[config.mk]
export PLATFORM = sky130hd
export DESIGN_NAME = sdb_burst_core
export DESIGN_NICKNAME = d
export VERILOG_FILES = /design/src/logic/sdb_pkg.sv /design/src/logic/sdb_wr_if.sv /design/src/logic/sdb_skid_buf.sv /design/src/logic/sdb_burst_core.sv
export SDC_FILE = /design/constraint.sdc
export NUM_CORES = 1
export LEC_CHECK = 0
export CAP_MARGIN = 20
export CORE_UTILIZATION = 50
export CTS_CLUSTER_SIZE = 24
export DETAILED_ROUTE_END_ITERATION = 6
export DONT_BUFFER_PORTS = 1
export PLACE_DENSITY_LB_ADDON = 0.3
export RECOVER_POWER = 25
export SYNTH_ARGS = -nofsm -noshare
export SYNTH_HDL_FRONTEND = slang
export SYNTH_HIERARCHICAL = 1
export SYNTH_SLANG_ARGS = --single-unit
export TNS_END_PERCENT = 100
[constraint.sdc]
create_clock -name clock -period 5.7 [get_ports clock]
set_clock_uncertainty 0.1 [all_clocks]
set_input_delay 0.855 -clock clock [delete_from_list [all_inputs] [get_ports clock]]
set_output_delay 0.855 -clock clock [all_outputs]
set_load 0.05 [all_outputs]
[src/logic/sdb_pkg.sv]
`default_nettype none
package sdb_pkg;
	// widths of the pin groups and the array word
	localparam int ADDR_W = 13;
	localparam int COL_W = 9;
	localparam int BANK_W = 2;
	localparam int DQ_W = 16;
	localparam int BANKS = 4;
	// address bit that requests automatic precharge
	localparam int AP_BIT = 10;
	// burst length codes on burst_length_code
	localparam logic [2:0] BL_CODE_1 = 3'h0;
	localparam logic [2:0] BL_CODE_2 = 3'h1;
	localparam logic [2:0] BL_CODE_4 = 3'h2;
	localparam logic [2:0] BL_CODE_8 = 3'h3;
	localparam logic [2:0] BL_CODE_FULL = 3'h7;
	// column masks of the varying low bits per burst length
	localparam logic [8:0] BL_MASK_1 = 9'h000;
	localparam logic [8:0] BL_MASK_2 = 9'h001;
	localparam logic [8:0] BL_MASK_4 = 9'h003;
	localparam logic [8:0] BL_MASK_8 = 9'h007;
	localparam logic [8:0] BL_MASK_FULL = 9'h1FF;
	// cas latency codes and their values in clocks
	localparam logic [1:0] CL_CODE_2 = 2'h2;
	localparam logic [1:0] CL_CODE_3 = 2'h3;
	localparam logic [9:0] CL_CLOCKS_2 = 10'h002;
	localparam logic [9:0] CL_CLOCKS_3 = 10'h003;
	// write recovery in clocks before internal precharge
	localparam logic [1:0] WR_CLOCKS = 2'h2;
	// sampled pin group, passed through the two-stage synchroniser
	typedef struct packed {
		logic cs_n;
		logic ras_n;
		logic cas_n;
		logic we_n;
		logic [BANK_W-1:0] bank;
		logic [ADDR_W-1:0] addr;
		logic hmask;
		logic lmask;
		logic [DQ_W-1:0] dq;
	} sdb_pins_t;
	// pins at reset read as deselect with both masks high
	localparam sdb_pins_t PINS_IDLE = '{cs_n: 1'b1, ras_n: 1'b1, cas_n: 1'b1,
		we_n: 1'b1, bank: 2'h0, addr: 13'h0000, hmask: 1'b1, lmask: 1'b1,
		dq: 16'h0000};
	// one write beat towards the array
	typedef struct packed {
		logic [BANK_W-1:0] bank;
		logic [ADDR_W-1:0] row;
		logic [COL_W-1:0] col;
		logic [1:0] be;
		logic [DQ_W-1:0] data;
	} sdb_wr_word_t;
	localparam int WR_WORD_W = $bits(sdb_wr_word_t);
endpackage
`default_nettype wire

[src/logic/sdb_wr_if.sv]
`timescale 1ns/1ps
`default_nettype none
interface sdb_wr_if #(
	parameter int W = 42
);
	logic valid;
	logic ready;
	logic [W-1:0] word;
	modport sink(input valid, input word, output ready);
	modport source(output valid, output word, input ready);
endinterface
`default_nettype wire

[src/logic/sdb_skid_buf.sv]
`timescale 1ns/1ps
`default_nettype none
module sdb_skid_buf #(
	parameter int W = 42
) (
	input wire logic clock,
	input wire logic rst_n,
	sdb_wr_if.sink in_if,
	sdb_wr_if.source out_if
);
	logic out_v_ff;
	logic skid_v_ff;
	logic ready_ff;
	logic [W-1:0] out_ff;
	logic [W-1:0] skid_ff;
	logic push;
	logic drain;

	// two entries: output register plus a skid slot
	assign push = in_if.valid & ready_ff;
	assign drain = ~out_v_ff | out_if.ready;
	assign in_if.ready = ready_ff;
	assign out_if.valid = out_v_ff;
	assign out_if.word = out_ff;

	// ready is registered so it cannot loop back into the source
	always_ff @(posedge clock or negedge rst_n) begin
		if (!rst_n) begin
			out_v_ff <= 1'b0;
			skid_v_ff <= 1'b0;
			ready_ff <= 1'b1;
			out_ff <= '0;
			skid_ff <= '0;
		end else if (drain) begin
			if (skid_v_ff) begin
				out_ff <= skid_ff;
				out_v_ff <= 1'b1;
				skid_v_ff <= 1'b0;
				ready_ff <= 1'b1;
			end else begin
				out_ff <= in_if.word;
				out_v_ff <= push;
			end
		end else if (push) begin
			skid_ff <= in_if.word;
			skid_v_ff <= 1'b1;
			ready_ff <= 1'b0;
		end
	end
endmodule
`default_nettype wire

[src/logic/sdb_burst_core.sv]
`timescale 1ns/1ps
`default_nettype none
// How it works
// - row high, column low decodes a column access; write strobe picks direction.
// - a new read or write is accepted every cycle, any open bank.
// - select and column low, row and write high means burst read.
// - burst length 1,2,4,8,full page and ordering come from mode settings.
// - select, column and write low, row high means burst write.
// - write data taken from the command cycle on; data after the burst ignored.
// - a read interrupting a read restarts a full burst; old data drains.
// - a write interrupting a write restarts a full burst at the new column.
// - a read ends a write at once; the controller frees the data bus.
// - burst stop ends the burst, bank stays open, read data ends after latency.
// - sequential bursts count only the low bits and wrap without carry.
// - interleaved bursts xor the low start bits with the beat index; full page stays sequential.
// - auto precharge flag high on a column command closes the bank after it, except in full page.
// - read auto precharge starts latency-dependent clocks before the final beat.
// - write auto precharge starts two clocks after the last beat.
// - read mask floats outputs two cycles later; write mask blocks the byte now.
// - with select high new commands are ignored and bursts carry on.
// - a no-operation never ends a running burst.
module sdb_burst_core
	import sdb_pkg::*;
(
	input wire logic clock,
	input wire logic rst_n,
	input wire logic cs_n,
	input wire logic ras_n,
	input wire logic cas_n,
	input wire logic we_n,
	input wire logic [BANK_W-1:0] bank_select,
	input wire logic [ADDR_W-1:0] addr,
	input wire logic low_byte_mask,
	input wire logic high_byte_mask,
	input wire logic [DQ_W-1:0] dq_in,
	output logic [DQ_W-1:0] dq_out,
	output logic [1:0] dq_oe,
	input wire logic [2:0] burst_length_code,
	input wire logic burst_interleave,
	input wire logic [1:0] cas_latency,
	output logic arr_wr_valid,
	input wire logic arr_wr_ready,
	output logic [BANK_W-1:0] arr_wr_bank,
	output logic [ADDR_W-1:0] arr_wr_row,
	output logic [COL_W-1:0] arr_wr_col,
	output logic [1:0] arr_wr_be,
	output logic [DQ_W-1:0] arr_wr_data,
	output logic arr_rd_en,
	output logic [BANK_W-1:0] arr_rd_bank,
	output logic [ADDR_W-1:0] arr_rd_row,
	output logic [COL_W-1:0] arr_rd_col,
	input wire logic [DQ_W-1:0] arr_rd_data,
	output logic [BANKS-1:0] bank_open,
	output logic burst_active,
	output logic wr_path_ready,
	output logic wr_overrun
);
	// synchroniser stages; meta is read by pins_ff only
	sdb_pins_t pins_raw;
	sdb_pins_t meta_ff;
	sdb_pins_t pins_ff;

	// decoded commands
	logic sel;
	logic cmd_act;
	logic cmd_pre;
	logic cmd_rd;
	logic cmd_wr;
	logic cmd_bst;
	logic new_burst;
	logic cont;
	logic beat_go;

	// mode decode
	logic [COL_W-1:0] bl_mask;
	logic full_page;
	logic cl3;
	logic [9:0] cl_clocks;

	// running burst state
	logic run_ff;
	logic run_wr_ff;
	logic run_ap_ff;
	logic [BANK_W-1:0] run_bank_ff;
	logic [COL_W-1:0] start_ff;
	logic [COL_W-1:0] beat_ff;

	// per-bank open flags and rows
	logic [BANKS-1:0] open_ff;
	logic [ADDR_W-1:0] row_tab_ff [BANKS];

	// current beat
	logic b_wr;
	logic b_ap;
	logic [BANK_W-1:0] b_bank;
	logic [COL_W-1:0] b_start;
	logic [COL_W-1:0] b_idx;
	logic [COL_W-1:0] b_col;
	logic [COL_W-1:0] seq_sum;
	logic b_last;
	logic [1:0] b_be;
	logic rd_close;

	// write recovery before automatic precharge
	logic [1:0] wr_rec_ff;
	logic [BANK_W-1:0] wr_rec_bank_ff;
	logic wr_close;

	// read data pipeline
	logic arr_rd_en_ff;
	logic [BANK_W-1:0] arr_rd_bank_ff;
	logic [ADDR_W-1:0] arr_rd_row_ff;
	logic [COL_W-1:0] arr_rd_col_ff;
	logic stage_v_ff;
	logic [DQ_W-1:0] stage_ff;
	logic [1:0] mask_d1_ff;
	logic [DQ_W-1:0] dq_out_ff;
	logic [1:0] dq_oe_ff;
	logic src_v;
	logic wr_overrun_ff;

	// write path buffer
	sdb_wr_word_t in_word;
	sdb_wr_word_t out_word;
	sdb_wr_if #(.W(WR_WORD_W)) buf_in ();
	sdb_wr_if #(.W(WR_WORD_W)) buf_out ();

	// every pin passes two flops before decode
	assign pins_raw = '{cs_n: cs_n, ras_n: ras_n, cas_n: cas_n, we_n: we_n,
		bank: bank_select, addr: addr, hmask: high_byte_mask,
		lmask: low_byte_mask, dq: dq_in};

	always_ff @(posedge clock or negedge rst_n) begin
		if (!rst_n) begin
			meta_ff <= PINS_IDLE;
			pins_ff <= PINS_IDLE;
		end else begin
			meta_ff <= pins_raw;
			pins_ff <= meta_ff;
		end
	end

	// command decode; select high leaves only the running burst
	assign sel = ~pins_ff.cs_n;
	assign cmd_act = sel & ~pins_ff.ras_n & pins_ff.cas_n & pins_ff.we_n;
	assign cmd_pre = sel & ~pins_ff.ras_n & pins_ff.cas_n & ~pins_ff.we_n;
	assign cmd_rd = sel & pins_ff.ras_n & ~pins_ff.cas_n & pins_ff.we_n;
	assign cmd_wr = sel & pins_ff.ras_n & ~pins_ff.cas_n & ~pins_ff.we_n;
	assign cmd_bst = sel & pins_ff.ras_n & pins_ff.cas_n & ~pins_ff.we_n;

	// column access to a closed bank is dropped, not guessed at
	assign new_burst = (cmd_rd | cmd_wr) & open_ff[pins_ff.bank];
	// no-operation and deselect fall through to cont
	assign cont = run_ff & ~new_burst & ~cmd_bst;
	assign beat_go = new_burst | cont;

	// burst length and latency from the mode settings
	always_comb begin
		bl_mask = BL_MASK_1;
		case (burst_length_code)
			BL_CODE_1: bl_mask = BL_MASK_1;
			BL_CODE_2: bl_mask = BL_MASK_2;
			BL_CODE_4: bl_mask = BL_MASK_4;
			BL_CODE_8: bl_mask = BL_MASK_8;
			BL_CODE_FULL: bl_mask = BL_MASK_FULL;
			default: bl_mask = BL_MASK_1;
		endcase
	end
	assign full_page = (burst_length_code == BL_CODE_FULL);
	assign cl3 = (cas_latency == CL_CODE_3);
	assign cl_clocks = cl3 ? CL_CLOCKS_3 : CL_CLOCKS_2;

	// the command cycle carries beat 0 itself
	assign b_wr = new_burst ? cmd_wr : run_wr_ff;
	assign b_ap = new_burst ? pins_ff.addr[AP_BIT] : run_ap_ff;
	assign b_bank = new_burst ? pins_ff.bank : run_bank_ff;
	assign b_start = new_burst ? pins_ff.addr[COL_W-1:0] : start_ff;
	assign b_idx = new_burst ? 9'h000 : beat_ff;
	assign seq_sum = b_start + b_idx;

	// column order: carry stays inside the masked low bits
	always_comb begin
		b_col = (b_start & ~bl_mask) | (seq_sum & bl_mask);
		if (burst_interleave && !full_page) begin
			b_col = b_start ^ (b_idx & bl_mask);
		end
	end
	assign b_last = ~full_page & (b_idx == bl_mask);

	// a high mask blocks its byte in the same cycle
	assign b_be = ~{pins_ff.hmask, pins_ff.lmask};

	// read precharge begins latency-minus-one clocks ahead of the last beat
	assign rd_close = beat_go & ~b_wr & b_ap & ~full_page
		& (({1'b0, b_idx} + cl_clocks) > {1'b0, bl_mask});
	assign wr_close = (wr_rec_ff == 2'h1);

	// burst sequencer
	always_ff @(posedge clock or negedge rst_n) begin
		if (!rst_n) begin
			run_ff <= 1'b0;
			run_wr_ff <= 1'b0;
			run_ap_ff <= 1'b0;
			run_bank_ff <= 2'h0;
			start_ff <= 9'h000;
			beat_ff <= 9'h000;
		end else if (new_burst) begin
			run_ff <= ~b_last;
			run_wr_ff <= cmd_wr;
			run_ap_ff <= pins_ff.addr[AP_BIT];
			run_bank_ff <= pins_ff.bank;
			start_ff <= pins_ff.addr[COL_W-1:0];
			beat_ff <= 9'h001;
		end else if (cmd_bst) begin
			run_ff <= 1'b0;
		end else if (cont) begin
			run_ff <= ~b_last;
			beat_ff <= beat_ff + 9'h001;
		end
	end

	// write recovery count after a last auto precharge write beat
	always_ff @(posedge clock or negedge rst_n) begin
		if (!rst_n) begin
			wr_rec_ff <= 2'h0;
			wr_rec_bank_ff <= 2'h0;
		end else if (beat_go && b_wr && b_ap && b_last) begin
			wr_rec_ff <= WR_CLOCKS;
			wr_rec_bank_ff <= b_bank;
		end else if (wr_rec_ff != 2'h0) begin
			wr_rec_ff <= wr_rec_ff - 2'h1;
		end
	end

	// bank table: closes first, so an activate in the same cycle wins
	always_ff @(posedge clock or negedge rst_n) begin
		if (!rst_n) begin
			open_ff <= 4'h0;
			for (int i = 0; i < BANKS; i++) begin
				row_tab_ff[i] <= 13'h0000;
			end
		end else begin
			if (cmd_pre && pins_ff.addr[AP_BIT]) begin
				open_ff <= 4'h0;
			end else if (cmd_pre) begin
				open_ff[pins_ff.bank] <= 1'b0;
			end
			if (rd_close) begin
				open_ff[b_bank] <= 1'b0;
			end
			if (wr_close) begin
				open_ff[wr_rec_bank_ff] <= 1'b0;
			end
			if (cmd_act) begin
				open_ff[pins_ff.bank] <= 1'b1;
				row_tab_ff[pins_ff.bank] <= pins_ff.addr;
			end
		end
	end

	// write beats into the buffer; a fully masked beat writes nothing
	assign in_word = '{bank: b_bank, row: row_tab_ff[b_bank], col: b_col,
		be: b_be, data: pins_ff.dq};
	assign buf_in.valid = beat_go & b_wr & (|b_be);
	assign buf_in.word = in_word;
	assign buf_out.ready = arr_wr_ready;

	sdb_skid_buf #(.W(WR_WORD_W)) u_wr_buf (
		.clock(clock),
		.rst_n(rst_n),
		.in_if(buf_in),
		.out_if(buf_out)
	);

	// the pins cannot be stalled, so a full buffer is flagged sticky
	always_ff @(posedge clock or negedge rst_n) begin
		if (!rst_n) begin
			wr_overrun_ff <= 1'b0;
		end else if (buf_in.valid && !buf_in.ready) begin
			wr_overrun_ff <= 1'b1;
		end
	end

	// read address to the array, one beat per cycle
	always_ff @(posedge clock or negedge rst_n) begin
		if (!rst_n) begin
			arr_rd_en_ff <= 1'b0;
			arr_rd_bank_ff <= 2'h0;
			arr_rd_row_ff <= 13'h0000;
			arr_rd_col_ff <= 9'h000;
		end else begin
			arr_rd_en_ff <= beat_go & ~b_wr;
			arr_rd_bank_ff <= b_bank;
			arr_rd_row_ff <= row_tab_ff[b_bank];
			arr_rd_col_ff <= b_col;
		end
	end

	// latency 3 adds one stage; beats already issued keep draining
	assign src_v = cl3 ? stage_v_ff : arr_rd_en_ff;
	always_ff @(posedge clock or negedge rst_n) begin
		if (!rst_n) begin
			stage_v_ff <= 1'b0;
			stage_ff <= 16'h0000;
			mask_d1_ff <= 2'h3;
			dq_out_ff <= 16'h0000;
			dq_oe_ff <= 2'h0;
		end else begin
			stage_v_ff <= arr_rd_en_ff;
			stage_ff <= arr_rd_data;
			mask_d1_ff <= {pins_ff.hmask, pins_ff.lmask};
			dq_out_ff <= cl3 ? stage_ff : arr_rd_data;
			dq_oe_ff <= {2{src_v}} & ~mask_d1_ff;
		end
	end

	// outputs straight from flops
	assign out_word = buf_out.word;
	assign arr_wr_valid = buf_out.valid;
	assign arr_wr_bank = out_word.bank;
	assign arr_wr_row = out_word.row;
	assign arr_wr_col = out_word.col;
	assign arr_wr_be = out_word.be;
	assign arr_wr_data = out_word.data;
	assign arr_rd_en = arr_rd_en_ff;
	assign arr_rd_bank = arr_rd_bank_ff;
	assign arr_rd_row = arr_rd_row_ff;
	assign arr_rd_col = arr_rd_col_ff;
	assign dq_out = dq_out_ff;
	assign dq_oe = dq_oe_ff;
	assign bank_open = open_ff;
	assign burst_active = run_ff;
	assign wr_path_ready = buf_in.ready;
	assign wr_overrun = wr_overrun_ff;
endmodule
`default_nettype wire

== Yosys cells after proc, flatten, opt, wreduce, memory -nomap -nowiden ==
Index checks and enable logic that the tools add are counted.

* Logic and storage cells: 186
* Bits in registers: 305
* Output and inout bits: 93
* Input port bits: 62

* Muxes and demuxes: 44
* Equality and inequality tests: 9
* Add/sub/neg operators: 4
* Reduce and logical (&&, ||, !) cells: 21
* $lt $le $gt $ge: 10
* Bitwise operators: 53

{| class="wikitable"
|+ Operators with widths
! kind !! count
|-
| $mux 9 || 6
|-
| $bwmux 52 || 1
|-
| $mux 42 || 1
|-
| $mux 13 || 3
|-
| $pmux 9 s4 || 1
|-
| $and 9x9->9 || 3
|-
| $bmux 13 s2 || 1
|-
| $demux 13 s2 || 1
|-
| $and 1x1->1 || 21
|-
| $mux 4 || 5
|-
| $mux 1 || 17
|-
| $mux 16 || 1
|-
| $and 4x4->4 || 3
|-
| $not 4->4 || 3
|-
| $not 1->1 || 11
|-
| $add 9x2->10 || 1
|-
| $gt 10x9->1 || 1
|-
| $logic_and 1x1->1 || 10
|-
| $add 9x1->9 const B || 1
|-
| $add 9x9->9 || 1
|-
| $eq 9x9->1 || 1
|-
| $lt 2x3->1 const B || 3
|-
| $not 9->9 || 1
|-
| $or 9x9->9 || 1
|-
| other kinds (24) || 43
|}

== Longest topological paths before layout ==
* Depth after elaboration: 19
* Depth in mapped cells: 23
* Depth with buffers taken out: 19

== Cells and area by module ==
The synthesis kept the hierarchy.

{| class="wikitable"
|+ By module, submodules not included
! module !! area an instance (sq um) !! times used !! cells each
|-
| sdb_burst_core || 8650.8 || 1 || 625
|-
| sdb_skid_buf || 4111.4 || 1 || 234
|}

== Worst setup path after synthesis ==
Ideal clock, no wire load.

* Path type: register to register
* Start point: reg open_ff[2], in the netlist bank_open[2]
* End point: reg u_wr_buf.out_ff[26], in the netlist u_wr_buf/out_if.word[26]
* Path slack: 1.522 ns
* Clock period less this slack: 4.178 ns
* Required time: 5.475 ns
* Cell stages (with the launch flop): 18
* Path buffers: 3
* Arrival: 3.953 ns
* Library setup time: 0.125 ns
* Cell sequence: dfrtp_1 -> mux2i_1 -> or3b_1 -> buf_2 -> and2_4 -> buf_6 -> buf_6 -> mux2_4 -> fa_1 -> a21oi_1 -> o211ai_1 -> o21ai_0 -> a21oi_1 -> a211oi_1 -> a221oi_2 -> xnor2_1 -> mux2_4 -> mux2_4

* Cells in the longest elaborated chain, start to end: 9
* Elaborated cells on any way between the ends: 13

{| class="wikitable"
|+ Ends and longest elaborated chain
! what !! RTL line !! text
|-
| from (decl) || sdb_burst_core.sv:89 || <nowiki>logic [BANKS-1:0] open_ff;</nowiki>
|-
| from (signal assigned) || sdb_burst_core.sv:238 || <nowiki>open_ff <= 4'h0;</nowiki>
|-
| from (signal assigned) || sdb_burst_core.sv:244 || <nowiki>open_ff <= 4'h0;</nowiki>
|-
| from (signal, indexed assignment) || sdb_burst_core.sv:246 || <nowiki>open_ff[pins_ff.bank] <= 1'b0;</nowiki>
|-
| $bmux 1 s2 || sdb_burst_core.sv:152 || <nowiki>assign new_burst = (cmd_rd | cmd_wr) & open_ff[pins_ff.bank];</nowiki>
|-
| $mux 1 (implied by the code) || sdb_burst_core.sv:152 ||
|-
| $and 1x1->1 || sdb_burst_core.sv:152 ||
|-
| $mux 9 || - ||
|-
| named net b_start[1] || sdb_burst_core.sv:96 || <nowiki>logic [COL_W-1:0] b_start;</nowiki>
|-
| $add 9x9->9 || sdb_burst_core.sv:179 || <nowiki>assign seq_sum = b_start + b_idx;</nowiki>
|-
| $and 9x9->9 || sdb_burst_core.sv:183 || <nowiki>b_col = (b_start & ~bl_mask) | (seq_sum & bl_mask);</nowiki>
|-
| $or 9x9->9 || sdb_burst_core.sv:183 ||
|-
| $mux 9 || sdb_burst_core.sv:184 || <nowiki>if (burst_interleave && !full_page) begin</nowiki>
|-
| named net b_col[8] || sdb_burst_core.sv:98 || <nowiki>logic [COL_W-1:0] b_col;</nowiki>
|-
| $mux 42 || sdb_skid_buf.sv:35 || <nowiki>if (skid_v_ff) begin</nowiki>
|-
| to (signal assigned) || sdb_skid_buf.sv:36 || <nowiki>out_ff <= skid_ff;</nowiki>
|-
| to (signal assigned) || sdb_skid_buf.sv:41 || <nowiki>out_ff <= in_if.word;</nowiki>
|-
| to (decl) || sdb_skid_buf.sv:14 || <nowiki>logic [W-1:0] out_ff;</nowiki>
|}

The timed path passes the listed nets, and every way through them passes these cells. The select of a mux whose other input is x is not followed.
A chain may end at the register's enable or synchronous reset.

== Worst setup path in the final report ==
* Start point: reg open_ff[0], in the netlist bank_open[0]
* End point: reg open_ff[0], in the netlist bank_open[0]

* Cells in the longest elaborated chain, start to end: 16
* Elaborated cells on any way between the ends: 33

{| class="wikitable"
|+ Ends and longest elaborated chain
! what !! RTL line !! text
|-
| branches (longest 11 deep; another with $add 9x2->10) || - ||
|-
| $mux 4 (*) || sdb_burst_core.sv:248 || <nowiki>if (rd_close) begin</nowiki>
|-
| $and 4x4->4 (no source line) || - ||
|-
| $mux 4 (*) || sdb_burst_core.sv:251 || <nowiki>if (wr_close) begin</nowiki>
|-
| $or 4x4->4 (no source line) || - ||
|-
| $mux 4 (*) || sdb_burst_core.sv:254 || <nowiki>if (cmd_act) begin</nowiki>
|}

Every way passes the cells marked *. The select of a mux whose other input is x is not followed.

==> out/metrics.cfg <==
[route]
via_per_inst=5.48
first_pass_iters=5
ant_nets=0
remaining_drc_errors=0
post_drt_wl_per_cell_um=19.1
via_count=6660
wl_um=23200
drtIter0Drc=421

[run_status]
violations=hold timing
status=complete, but fails checks

[worst_setup_path]
crit_family=compound AO/OA/AOI/OAI gates
cp.arrival_ns=4.78
cp_cell_sequence=mux2i_1 -> or3b_1 -> and2_4 -> nand2_1 -> inv_1 -> ha_1 -> o21ai_0 -> or3_1 -> a21oi_1 -> ha_1 -> nand4_1 -> a21oi_1 -> o221ai_1 -> a211oi_2 -> nand4_1 -> a41o_1
required_ns=5.98
slowest_stage=dfrtp_1
max_stage_delay_ns=0.66
cp-end-kind=flip-flop
cp_max_fo=24
crit_type=flip-flop to flip-flop
crit_buf_inv=1
start_kind=flip-flop

[timing]
slew_headroom=0.353
rsz0062_at_grt=no
setup_viol=0
finalCritPeriodShare=0.789
tightest_slew_ns=0.970
tns_ns=0
slew_violations=0
hold_violations=29
fmax_ghz=0.222
whs_ns=-0.0319
min_period_ns=4.50
setup_slack_ns=1.20

[floorplan]
die_width_um=162
rows=58
die_area_um2=26200
coreArea_um2=25100
initial_core_util=0.508
ios=155
die_h_um=162

[cells_and_area]
areaGrowthSynthToFinish_pct=10.4
layout_commonest_cell=dfrtp_1
layout-drive-gt1-share=0.340
num-nets-final=953
postLayoutCellArea_um2=14100
final_cell_mix=dfrtp_1 (289), mux2_2 (115), mux2_4 (79)
num_antenna_cells=0

[global_route]
grt_pass1_wl_um=37400
grt_overflow=0
grt_pass1_vias=6800
grt_start_max_net_pins=306
grt_usage=0.181
antenna_found_initial=0

[clocking]
clock-sinks=305
post_cts_buffers=0
h-tree-depth=2
ctsRootBufferMaster=clkbuf_16
clkLatencyLatePin_ns=0.50
cts_tree=yes
clockBufferDepth=3
numCtsBuffers=34
cts_resized=0
clkSlewWorstSetupHoldPaths_ns=0.06

[logic_synthesis]
ys_ff_latch=305
async_flop_share=1.00
ys_seq_area_frac=0.600
synth_enable_flop_cells=0
synth_ff_type=dfrtp_1
yosysWarningCount=6
syn_avg_cell_area_um2=14.9
synth_nets=950
synth_cell_types=64
syn-cell-area_um2=12800
syn_inst=859

[place]
place_hpwl_um=14800
gp_congestion=0.828
dpl-instance-area_um2=12900
place_ws_ns=1.26
port_buffers=0

[run]
max-cap-violations=0

[power]
ir_worst_vdd_mv=0.310
powerDensity_nw_per_um2=474
power_mw=6.68
total_leakage_power_nw=6.75

[hold_path]
hp-class=input pin to async pin

[final timing paths]
kind	startpoint	to	slack [ns]	cells past startpoint
hold reg to reg	meta_ff[15]$_DFF_PN0_	buf_in.word[15]$_DFF_PN0_	0.24	0
min in group clock	meta_ff[15]$_DFF_PN0_	buf_in.word[15]$_DFF_PN0_	0.24	0
setup / recovery	bank_open[0]$_DFF_PN0_	bank_open[0]$_DFF_PN0_	1.20	16
hold / removal	rst_n	u_wr_buf/out_if.word[4]$_DFFE_PN0P_	-0.03	0
max in group asynchronous	rst_n	u_wr_buf/out_if.word[31]$_DFFE_PN0P_	5.01	0
setup reg to reg	bank_open[0]$_DFF_PN0_	bank_open[0]$_DFF_PN0_	1.20	16
[Yosys cell counts, drive strengths merged, types with 12 or more instances]
cell type / count / area share
nor2: 35 / 0.011
xor2: 18 / 0.012
nand2: 57 / 0.017
mux4: 13 / 0.023
ha: 28 / 0.027
clkbuf: 12 / 0.0035
o21ai: 16 / 0.0063
buf: 26 / 0.019
mux2: 198 / 0.20
a21oi: 26 / 0.011
inv: 23 / 0.0070
nand3: 18 / 0.0078
dfrtp: 290 / 0.57
dfstp: 15 / 0.031
[cell families after synthesis]
family | Yosys count | share of synthesized area
flip-flops | 305 | 0.600
multiplexers | 219 | 0.228
AO/OA/AOI/OAI | 69 | 0.0366
AND/OR/NAND/NOR | 147 | 0.0567
XOR/XNOR | 28 | 0.0192
adder cells (fa/ha/maj) | 30 | 0.0298
buffers and inverters | 61 | 0.0298
[state kept, by name (all words and copies together) (netlist names), 4 cells and up]
| name | count |
|---|---|
| start_ff | 9 |
| arr_rd_row | 13 |
| beat_ff | 9 |
| pins_ff | 21 |
| buf_in.word | 16 |
| bank_open | 4 |
| arr_rd_col | 9 |
| u_wr_buf/skid_ff | 42 |
| meta_ff | 37 |
| stage_ff | 16 |
| row_tab_ff | 52 |
| u_wr_buf/out_if.word | 42 |
| dq_out | 16 |
[cell type report]
| type | count | area, um2 |
|---|---|---|
| clock buffer | 46 | 977 |
| inverter | 23 | 88.8 |
| tap | 330 | 413 |
| timing repair buffer | 5 | 37.5 |
| sequential | 305 | 7650 |
| fill | 2008 | 11000 |
| multi-input combinational | 493 | 4740 |
| clock inverter | 14 | 186 |
[per-layer routing]
layer	global-route usage	up-vias	wire, um
li1	-	3025	-
met1	0.252	3407	10800
met4	0.0626	0	600
met2	0.282	183	10600
met3	0.0388	45	1260
met5	0	-	0
[power breakdown]
part	leakage (nW)	total [mW]	internal, mW	switching (mW)
Clock	0.576	2.24	1.39	0.850
Sequential	3.78	3.34	2.49	0.850
Combinational	2.39	1.10	0.578	0.519
[per-stage QoR]
step                hold slack (ns)  utilization  std cells
finish                      -0.0319        0.561       1216
global route                -0.0539        0.561       1216
CTS                         -0.0621        0.561       1216
detailed placement            0.236        0.515       1156
global placement              0.232        0.515       1156
floorplan                     0.231            -        859
(Power assumes the default switching activity.)
